[config.mk]
export PLATFORM = sky130hd
export DESIGN_NAME = monitor_adc_sequencer
export DESIGN_NICKNAME = d
export VERILOG_FILES = /design/src/include/monitor_adc_pkg.sv /design/src/include/filt_if.sv /design/src/rtl/moving_avg_filter.sv /design/src/rtl/monitor_adc_sequencer.sv
export VERILOG_INCLUDE_DIRS = /design/src /design/src/include
export SDC_FILE = /design/constraint.sdc
export NUM_CORES = 1
export LEC_CHECK = 0
export ABC_AREA = 1
export BUFFER_PORTS_ARGS = -buffer_cell sky130_fd_sc_hd__clkbuf_2
export CAP_MARGIN = 30
export CORE_MARGIN = 3
export CORE_UTILIZATION = 45
export DETAILED_ROUTE_END_ITERATION = 8
export PLACE_DENSITY = 0.57
export REMOVE_ABC_BUFFERS = 1
export SLEW_MARGIN = 20
export SYNTH_ARGS = -nofsm -noshare
export SYNTH_HDL_FRONTEND = slang
export SYNTH_SLANG_ARGS = --single-unit
[constraint.sdc]
create_clock -name pclk -period 10.2 [get_ports pclk]
set_clock_uncertainty 0.1 [all_clocks]
set_input_delay 1.02 -clock pclk [delete_from_list [all_inputs] [get_ports pclk]]
set_output_delay 1.02 -clock pclk [all_outputs]
set_load 0.1 [all_outputs]
[src/include/monitor_adc_regs.svh]
// Behaviour
// - Results are 7-bit unsigned codes, 0 to 127.
// - Active state repeats supply, temp, supply, lowside, supply, highside.
// - Every result passes a moving-average filter of configurable length.
// - Supply uses its own filter setting; all other channels share another.
// - Supply, drive-supply and temperature results land in their status registers.
// - Writing 1 to ondemand_request inserts one conversion of the selected source.
// - On-demand sources: digital current, logic regulator output, buck output.
// - A running conversion finishes before the on-demand one starts.
// - On-demand completion stores ondemand_result and sets ondemand_done_flag.
// - After on-demand conversion the loop resumes at the interrupted step.
// - A config write replaces every field; absent fields take defaults.
// - Supply volts are 0.581 times code plus 5.52.
// - Temperature in Celsius is twice the code minus 94.
// - Drive-supply volts are code times 16 over 127.
// - Digital current result step is 0.24 mA.
// - Regulator or buck code is fraction of target voltage, full scale 127.
// - Over-temperature flags readable; shutdown disable bit suppresses shutdown action.
`ifndef MONITOR_ADC_REGS_SVH
`define MONITOR_ADC_REGS_SVH

// ---------------------------------------------
// Register offsets
// ---------------------------------------------
`define OFF_CONFIG      8'h00
`define OFF_SUPPLY      8'h04
`define OFF_PUMP        8'h08
`define OFF_TEMP        8'h0c
`define OFF_CONV_STATUS 8'h10

// ---------------------------------------------
// Field positions and reset values
// ---------------------------------------------
`define CFG_SUP_FILT_LSB 0
`define CFG_SHR_FILT_LSB 2
`define CFG_OD_SEL_LSB   4
`define CFG_OD_REQ_BIT   6
`define CFG_OVERTEMP_SHUTDOWN_DISABLE_BIT  7
`define CFG_RESET        8'h00
`define PUMP_HS_LSB      8
`define TEMP_OTW_BIT     8
`define TEMP_OTS_BIT     9
`define ST_DONE_BIT      8
`define ST_BUSY_BIT      9
`define ST_STEP_LSB      12
`define LOOP_LAST        3'd5

`endif

[src/include/monitor_adc_pkg.sv]
`default_nettype none
package monitor_adc_pkg;

  typedef enum logic [1:0] {
    ST_IDLE = 2'b01,
    ST_CONV = 2'b10
  } seq_state_t;

  typedef enum logic [2:0] {
    CH_SUPPLY = 3'h0,
    CH_TEMP   = 3'h1,
    CH_LS     = 3'h2,
    CH_HS     = 3'h3,
    CH_DCURR  = 3'h4,
    CH_LREG   = 3'h5,
    CH_BUCK   = 3'h6
  } chan_t;

endpackage : monitor_adc_pkg
`default_nettype wire

[src/include/filt_if.sv]
`default_nettype none
interface filt_if #(parameter int W = 7);
  logic         sample_valid;
  logic [W-1:0] sample;
  logic [1:0]   window;
  logic [W-1:0] result;
  modport feed (output sample_valid, output sample, output window, input result);
  modport filt (input sample_valid, input sample, input window, output result);
endinterface : filt_if
`default_nettype wire

[src/rtl/moving_avg_filter.sv]
`default_nettype none
module moving_avg_filter #(
  parameter int W     = 7,
  parameter int DEPTH = 8
) (
  input wire logic pclk,
  input wire logic presetn,
  filt_if.filt     f
);
  localparam int SW = $clog2(DEPTH);

  typedef struct packed {
    logic [DEPTH-1:0][W-1:0] hist;
    logic [W-1:0]            avg;
  } filt_state_t;

  filt_state_t        s_reg;
  filt_state_t        s_next;
  logic [W+SW-1:0]    sum;

  // Window code n averages 2**n samples; history starts at zero so the
  // first readings after reset ramp up.
  always_comb begin
    s_next = s_reg;
    sum    = '0;
    if (f.sample_valid) begin
      for (int i = DEPTH - 1; i > 0; i--) begin
        s_next.hist[i] = s_reg.hist[i-1];
      end
      s_next.hist[0] = f.sample;
      for (int i = 0; i < DEPTH; i++) begin
        if (i < (32'd1 << f.window)) begin
          sum = sum + {{SW{1'b0}}, s_next.hist[i]};
        end
      end
      s_next.avg = W'(sum >> f.window);
    end
  end

  always_ff @(posedge pclk or negedge presetn) begin
    if (!presetn) begin
      s_reg <= '0;
    end else begin
      s_reg <= s_next;
    end
  end

  assign f.result = s_reg.avg;
endmodule : moving_avg_filter
`default_nettype wire

[src/rtl/monitor_adc_sequencer.sv]
`default_nettype none
`include "monitor_adc_regs.svh"
module monitor_adc_sequencer
  import monitor_adc_pkg::*;
#(
  parameter int RES_W      = 7,
  parameter int FILT_DEPTH = 8
) (
  input  wire logic             pclk,
  input  wire logic             presetn,
  input  wire logic             psel,
  input  wire logic             penable,
  input  wire logic             pwrite,
  input  wire logic [7:0]       paddr,
  input  wire logic [31:0]      pwdata,
  input  wire logic [3:0]       pstrb,
  output logic [31:0]           prdata,
  output logic                  pready,
  output logic                  pslverr,
  input  wire logic             active_state,
  input  wire logic             adc_eoc,
  input  wire logic [RES_W-1:0] adc_result,
  input  wire logic             ot_warning_in,
  input  wire logic             ot_shutdown_in,
  output logic                  adc_start,
  output logic [2:0]            adc_channel,
  output logic                  overtemp_shutdown_action
);
  localparam int NF = 5;
  localparam int OD = 4;

  // ---------------------------------------------
  // State
  // ---------------------------------------------
  typedef struct packed {
    seq_state_t       st;
    logic [2:0]       step;
    logic             act_d;
    logic             od_pend;
    logic [1:0]       od_src;
    logic             od_run;
    chan_t            chan;
    logic             start;
    logic [2:0]       eoc_sync;
    logic [RES_W-1:0] res_s1;
    logic [RES_W-1:0] res_s2;
    logic [1:0]       otw_sync;
    logic [1:0]       ots_sync;
    logic [1:0]       sup_filt;
    logic [1:0]       shr_filt;
    logic [1:0]       od_sel;
    logic             overtemp_shutdown_disable;
    logic             done;
    logic [NF-1:0]    fvalid;
    logic [RES_W-1:0] sample;
    logic [31:0]      rdata;
    logic             slverr;
  } seq_reg_t;

  seq_reg_t             r_reg;
  seq_reg_t             r_next;
  logic [RES_W-1:0]     res [NF];
  logic                 eoc_rise;
  logic                 setup;
  logic                 cfg_wr;
  logic                 req_wr;
  logic [2:0]           step_cur;

  function automatic chan_t loop_chan(input logic [2:0] s);
    unique case (s)
      3'd1:    loop_chan = CH_TEMP;
      3'd3:    loop_chan = CH_LS;
      3'd5:    loop_chan = CH_HS;
      default: loop_chan = CH_SUPPLY;
    endcase
  endfunction : loop_chan

  function automatic chan_t od_chan(input logic [1:0] sel);
    unique case (sel)
      2'd1:    od_chan = CH_LREG;
      2'd2:    od_chan = CH_BUCK;
      default: od_chan = CH_DCURR;
    endcase
  endfunction : od_chan

  // The eoc edge detect compares the second and third flops of its synchroniser
  assign eoc_rise = r_reg.eoc_sync[1] & ~r_reg.eoc_sync[2];
  assign setup    = psel & ~penable;
  assign cfg_wr   = psel & penable & pwrite & ~r_reg.slverr & (paddr == `OFF_CONFIG) & pstrb[0];
  assign req_wr   = cfg_wr & pwdata[`CFG_OD_REQ_BIT];
  assign step_cur = (active_state & ~r_reg.act_d) ? 3'h0 : r_reg.step;

  // ---------------------------------------------
  // Next state
  // ---------------------------------------------
  always_comb begin
    r_next          = r_reg;
    r_next.start    = 1'b0;
    r_next.fvalid   = '0;
    r_next.act_d    = active_state;
    r_next.eoc_sync = {r_reg.eoc_sync[1:0], adc_eoc};
    r_next.res_s1   = adc_result;
    r_next.res_s2   = r_reg.res_s1;
    r_next.otw_sync = {r_reg.otw_sync[0], ot_warning_in};
    r_next.ots_sync = {r_reg.ots_sync[0], ot_shutdown_in};
    r_next.step     = step_cur;

    unique case (r_reg.st)
      ST_IDLE: begin
        // Nothing new starts outside the active state
        if (active_state) begin
          r_next.start = 1'b1;
          r_next.st    = ST_CONV;
          if (r_reg.od_pend) begin
            r_next.chan    = od_chan(r_reg.od_src);
            r_next.od_run  = 1'b1;
            r_next.od_pend = 1'b0;
          end else begin
            r_next.chan = loop_chan(step_cur);
          end
        end
      end
      ST_CONV: begin
        // A pending request waits here for end of conversion
        if (eoc_rise) begin
          r_next.sample = r_reg.res_s2;
          r_next.st     = ST_IDLE;
          if (r_reg.od_run) begin
            r_next.fvalid[OD] = 1'b1;
            r_next.od_run     = 1'b0;
            // Loop position untouched, so the loop resumes where it left
            r_next.step       = r_reg.step;
          end else begin
            // Codes are stored raw; software applies the channel scaling
            r_next.fvalid[3'(r_reg.chan)] = 1'b1;
            r_next.step = (r_reg.step == `LOOP_LAST) ? 3'h0 : r_reg.step + 3'h1;
          end
        end
      end
    endcase

    // Done waits one edge for the filtered result to land, so a poll that
    // sees it never reads a stale code; a queued newer request keeps it low
    if (r_reg.fvalid[OD] && !r_reg.od_pend) begin
      r_next.done = 1'b1;
    end

    // Bus write comes last so a new request overrides a completion
    if (cfg_wr) begin
      r_next.sup_filt = pwdata[`CFG_SUP_FILT_LSB +: 2];
      r_next.shr_filt = pwdata[`CFG_SHR_FILT_LSB +: 2];
      r_next.od_sel   = pwdata[`CFG_OD_SEL_LSB +: 2];
      r_next.overtemp_shutdown_disable  = pwdata[`CFG_OVERTEMP_SHUTDOWN_DISABLE_BIT];
    end
    if (req_wr) begin
      r_next.od_pend = 1'b1;
      r_next.od_src  = pwdata[`CFG_OD_SEL_LSB +: 2];
      r_next.done    = 1'b0;
    end

    // Read data is captured in the setup phase so prdata comes from a flop
    if (setup) begin
      r_next.rdata  = '0;
      r_next.slverr = 1'b0;
      unique case (paddr)
        `OFF_CONFIG: begin
          r_next.rdata[`CFG_SUP_FILT_LSB +: 2] = r_reg.sup_filt;
          r_next.rdata[`CFG_SHR_FILT_LSB +: 2] = r_reg.shr_filt;
          r_next.rdata[`CFG_OD_SEL_LSB +: 2]   = r_reg.od_sel;
          r_next.rdata[`CFG_OVERTEMP_SHUTDOWN_DISABLE_BIT]       = r_reg.overtemp_shutdown_disable;
          r_next.slverr = 1'b0;
        end
        `OFF_SUPPLY: begin
          r_next.rdata[RES_W-1:0] = res[0];
          r_next.slverr = pwrite;
        end
        `OFF_PUMP: begin
          r_next.rdata[RES_W-1:0]              = res[2];
          r_next.rdata[`PUMP_HS_LSB +: RES_W]  = res[3];
          r_next.slverr = pwrite;
        end
        `OFF_TEMP: begin
          r_next.rdata[RES_W-1:0]    = res[1];
          r_next.rdata[`TEMP_OTW_BIT] = r_reg.otw_sync[1];
          r_next.rdata[`TEMP_OTS_BIT] = r_reg.ots_sync[1];
          r_next.slverr = pwrite;
        end
        `OFF_CONV_STATUS: begin
          // Current and regulator codes are raw fractions of full scale
          r_next.rdata[RES_W-1:0]      = res[OD];
          r_next.rdata[`ST_DONE_BIT]   = r_reg.done;
          r_next.rdata[`ST_BUSY_BIT]   = r_reg.od_pend | r_reg.od_run;
          r_next.rdata[`ST_STEP_LSB +: 3] = r_reg.step;
          r_next.slverr = pwrite;
        end
        default: begin
          r_next.slverr = 1'b1;
        end
      endcase
    end
  end

  always_ff @(posedge pclk or negedge presetn) begin
    if (!presetn) begin
      r_reg          <= '0;
      r_reg.st       <= ST_IDLE;
      r_reg.chan     <= CH_SUPPLY;
      r_reg.sup_filt <= 2'(`CFG_RESET >> `CFG_SUP_FILT_LSB);
      r_reg.shr_filt <= 2'(`CFG_RESET >> `CFG_SHR_FILT_LSB);
      r_reg.od_sel   <= 2'(`CFG_RESET >> `CFG_OD_SEL_LSB);
      r_reg.overtemp_shutdown_disable  <= 1'(`CFG_RESET >> `CFG_OVERTEMP_SHUTDOWN_DISABLE_BIT);
    end else begin
      r_reg <= r_next;
    end
  end

  // ---------------------------------------------
  // Filters: supply, temp, lowside, highside, on-demand
  // ---------------------------------------------
  for (genvar i = 0; i < NF; i++) begin : g_filt
    filt_if #(.W(RES_W)) fi ();
    assign fi.sample_valid = r_reg.fvalid[i];
    assign fi.sample       = r_reg.sample;
    assign fi.window       = (i == 0) ? r_reg.sup_filt : r_reg.shr_filt;
    assign res[i]          = fi.result;
    moving_avg_filter #(.W(RES_W), .DEPTH(FILT_DEPTH)) u_filt (
      .pclk    (pclk),
      .presetn (presetn),
      .f       (fi)
    );
  end

  // ---------------------------------------------
  // Outputs
  // ---------------------------------------------
  assign prdata      = r_reg.rdata;
  assign pslverr     = r_reg.slverr;
  assign pready      = 1'b1;
  assign adc_start   = r_reg.start;
  assign adc_channel = r_reg.chan;
  // Disabling shutdown leaves the flag visible but blocks the action
  assign overtemp_shutdown_action = r_reg.ots_sync[1] & ~r_reg.overtemp_shutdown_disable;
endmodule : monitor_adc_sequencer
`default_nettype wire

==> summary.md <==
| Metric | Value |
|---|---|
| Avg Synthesized Cell Area | `7.099 sq um` |
| Layout cells sized above 1 | `0.08817` |
| RePlAce Congestion | `0.8420` |
| Routed wire per std cell | `15.89 um` |
| Post-route insts no fill | `4664` |
| Largest stage delay, worst path | `610 ps` |
| Max Root-Sink Buffers | `3` |
| Grt met1 use | `0.3301` |
| Final period util | `0.8565` |
| Most Crowded Layer GR | `met2` |
| Largest net degree at the start of global routing | `128` |
| Worst hold path class | `flip-flop to flip-flop` |
| Final core utilization | `0.5009` |
| Worst setup SP type | `flip-flop` |
| First-pass GRT wire length | `120800 um` |
| Clock root buffer master | `clkbuf_16` |
| Final hold vios | `0` |
| Fin crit period | `8737 ps` |
| M2 GR Usage | `0.3752` |
| FP Rows | `89` |
| Hpwl dp | `53810 um` |
| # hold bufs at CTS | `0` |
| CTS buffer count | `44` |
| Die W | `253.1 um` |
| Post_cts resized | `0` |
| Fmax | `0.1145 GHz` |
| Iter 0 DRT Violations | `1320` |
| GRT Residual Overflow | `0` |
| Most used cell along the critical path | `nor2_1` |
| Vias per Instance | `5.162` |
| DRC | `0` |
| Starting Density | `0.4604` |
| Clk sinks | `351` |
| VDD IR max | `0.2626 mV` |
| Final Max Slew Viols | `0` |
| Ys Warns | `0` |
| Synthesized area | `0.02748 sq mm` |
| Vias in the first global route | `23130` |
| Slew HR | `0.4250` |
| Crit path arrival time | `9160 ps` |
| Seq/Total Area, Yosys | `0.3197` |
| M3 GR Usage | `0.03472` |
| GRT Total Usage | `0.2344` |
| Post-CTS Setup Bufs | `0` |
| Routed Antenna Nets | `0` |
| Synth area leaders | `dfrtp_1, nand2_1, ha_1, inv_1, o21ai_0` |
| Async SR Flop Fraction | `1.000` |
| Core Area | `0.05969 sq mm` |
| Slowest CP cell | `dfrtp_1` |
| WP data required | `10630 ps` |
| Post-synth EDFFs | `0` |
| Max reg flops | `245` |
| Number of setup violations in the final report | `0` |
| H-tree depth | `2` |
| Top FF cell, synth | `dfrtp_1` |
| Run status | `finished, final reports clean` |
| RSZ-0062 raised after global routing | `false` |
| Reg2reg setup slack | `1460 ps` |
| Area grow syn2layout | `8.787%` |
| Worst slew pin tran | `860.4 ps` |
| Port-buffer cells | `53` |
| Clk Latency, worst-skew pair | `610 ps` |
| Leading area contributor after synthesis | `dfrtp_1` |
| Max_cap viols | `0` |
| Leak | `15.62 nW` |
| Via count | `24080` |
| Crit path max fanout | `8` |
| Initial antenna violation count | `1` |
| Die Ht | `253.1 um` |
| IO Pins | `99` |
| Clk pin slew, worst setup/hold paths | `60 ps` |
| CTS tree | `yes` |
| Cell count after synthesis | `3871` |
| DR pass1 iterations | `5` |
| Final wirelength | `74130 um` |
| Post-synth top area share | `0.3187` |
| Layout net count | `4188` |
| Critical setup path kind | `flip-flop to flip-flop` |
| Placed insts | `4581` |
| FF+latch count, synth | `351` |
| Cell variety after synth | `52` |
| CP endpoint kind | `flip-flop` |
| Cell area power density | `372.3 mW/mm^2` |
| Fin Setup TNS | `0 ps` |
| Die area | `0.06407 sq mm` |
| Final total power | `11.13 mW` |
[cell families after synthesis]
family	Yosys count	share of synthesized area
AOI/OAI and AO/OA	890	0.1753
xor gates and xnor gates	81	0.02582
muxes	2	0.0007740
DFF	351	0.3197
and+or+nand+nor	1527	0.2377
other	2	0.0002733
buffers and inverters	746	0.1082
adders and majority gates	272	0.1323
[stage by stage]
stage | cell area (sq um) | worst slack, ps | hold WS [ps]
finish | 29900 | 1463 | 229.3
global route | 29890 | 682.3 | 242.2
CTS | 29850 | 1493 | 230.1
detailed placement | 28290 | 1586 | 236.5
global placement | 28260 | 1622 | 232.7
floorplan | 26750 | 1068 | 231.2
[layout by cell type, fill, tap and decap left out, drive strengths merged, types with 6 or more instances in the layout]
| cell | count |
|---|---|
| a21boi | 18 |
| a21o | 17 |
| a21oi | 335 |
| a31oi | 29 |
| buf | 37 |
| bufinv | 6 |
| clkbuf | 109 |
| clkinv | 14 |
| conb | 18 |
| dfrtp | 350 |
| fa | 31 |
| ha | 241 |
| inv | 580 |
| nand2 | 911 |
| nand3 | 148 |
| nand3b | 13 |
| nand4 | 31 |
| nor2 | 328 |
| nor3 | 25 |
| o211ai | 9 |
| o21a | 8 |
| o21ai | 409 |
| o21bai | 24 |
| o22ai | 18 |
| o31ai | 8 |
| or2 | 62 |
| xnor2 | 28 |
| xor2 | 53 |
[metal layers]
metal  up-vias  part of all wire
met3        99             0.050
met2       419              0.44
li1      12470                 -
met4         0             0.026
met5         -                 0
met1     11090              0.49
[worst max-delay path: cells and delay by family, from the launching register on]
kind,cells,cell delay [ps]
compound gates,12,1750
xor+xnor,1,160
fa+ha+maj,7,2330
flops,1,610
simple gates,18,2500
buf+inv,7,1220
[path summary, 6_finish.rpt]
path / from / to / cells after the start
worst min register to register: r_next[62] / r_reg[62] / 0
worst max register to register: g_filt[0].fi.sample[0] / g_filt[2].u_filt.f.result[6] / 45
worst max-delay path: g_filt[0].fi.sample[0] / g_filt[2].u_filt.f.result[6] / 45
worst min-delay path: r_next[62] / r_reg[62] / 0
max in group asynchronous: presetn / g_filt[0].u_filt.s_reg[17] / 4
min in group asynchronous: presetn / g_filt[4].u_filt.s_reg[25] / 1
[report_power, final]
group          total [mW]  internal, mW  switching, mW
clock                1.69          1.01          0.686
sequential           1.85          1.62          0.226
combinational        7.59          2.94           4.65
[synth_stat cells, types with 3 or more instances]
| cell | instances |
|---|---|
| a211oi_1 | 3 |
| nor2_2 | 7 |
| o22ai_1 | 18 |
| and2_1 | 4 |
| fa_1 | 31 |
| a221oi_1 | 3 |
| inv_1 | 557 |
| inv_2 | 19 |
| nand4_1 | 31 |
| o21a_1 | 8 |
| nor2_4 | 4 |
| ha_1 | 241 |
| buf_4 | 38 |
| o31ai_1 | 8 |
| nor3_1 | 25 |
| o21ai_0 | 377 |
| clkinv_1 | 4 |
| o221ai_1 | 5 |
| o21ai_1 | 31 |
| nand3_1 | 131 |
| xor2_1 | 53 |
| a21oi_2 | 7 |
| o211ai_1 | 9 |
| a21oi_1 | 328 |
| or2_2 | 59 |
| or2_1 | 3 |
| a21o_1 | 17 |
| o21bai_1 | 24 |
| a21boi_0 | 18 |
| nand3b_2 | 6 |
| buf_1 | 12 |
| clkbuf_1 | 102 |
| nor4_1 | 5 |
| a31oi_1 | 27 |
| nor2_1 | 317 |
| nand2_2 | 50 |
| nand3b_1 | 7 |
| nand3_2 | 17 |
| dfrtp_1 | 350 |
| buf_2 | 12 |
| xnor2_1 | 28 |
| nand2_1 | 861 |
[layout make-up]
class / count / area, sq um
repair buffers: 89 / 610.6
clock inverters: 23 / 335.3
inverters: 580 / 2177
clock buffers: 57 / 1220
multi-input cells: 2790 / 15790
flip-flops and latches: 351 / 8792
well taps: 773 / 967.2
diodes: 1 / 2.502
fillers: 6062 / 29790
No activity file was read; power rests on OpenSTA's default activity.
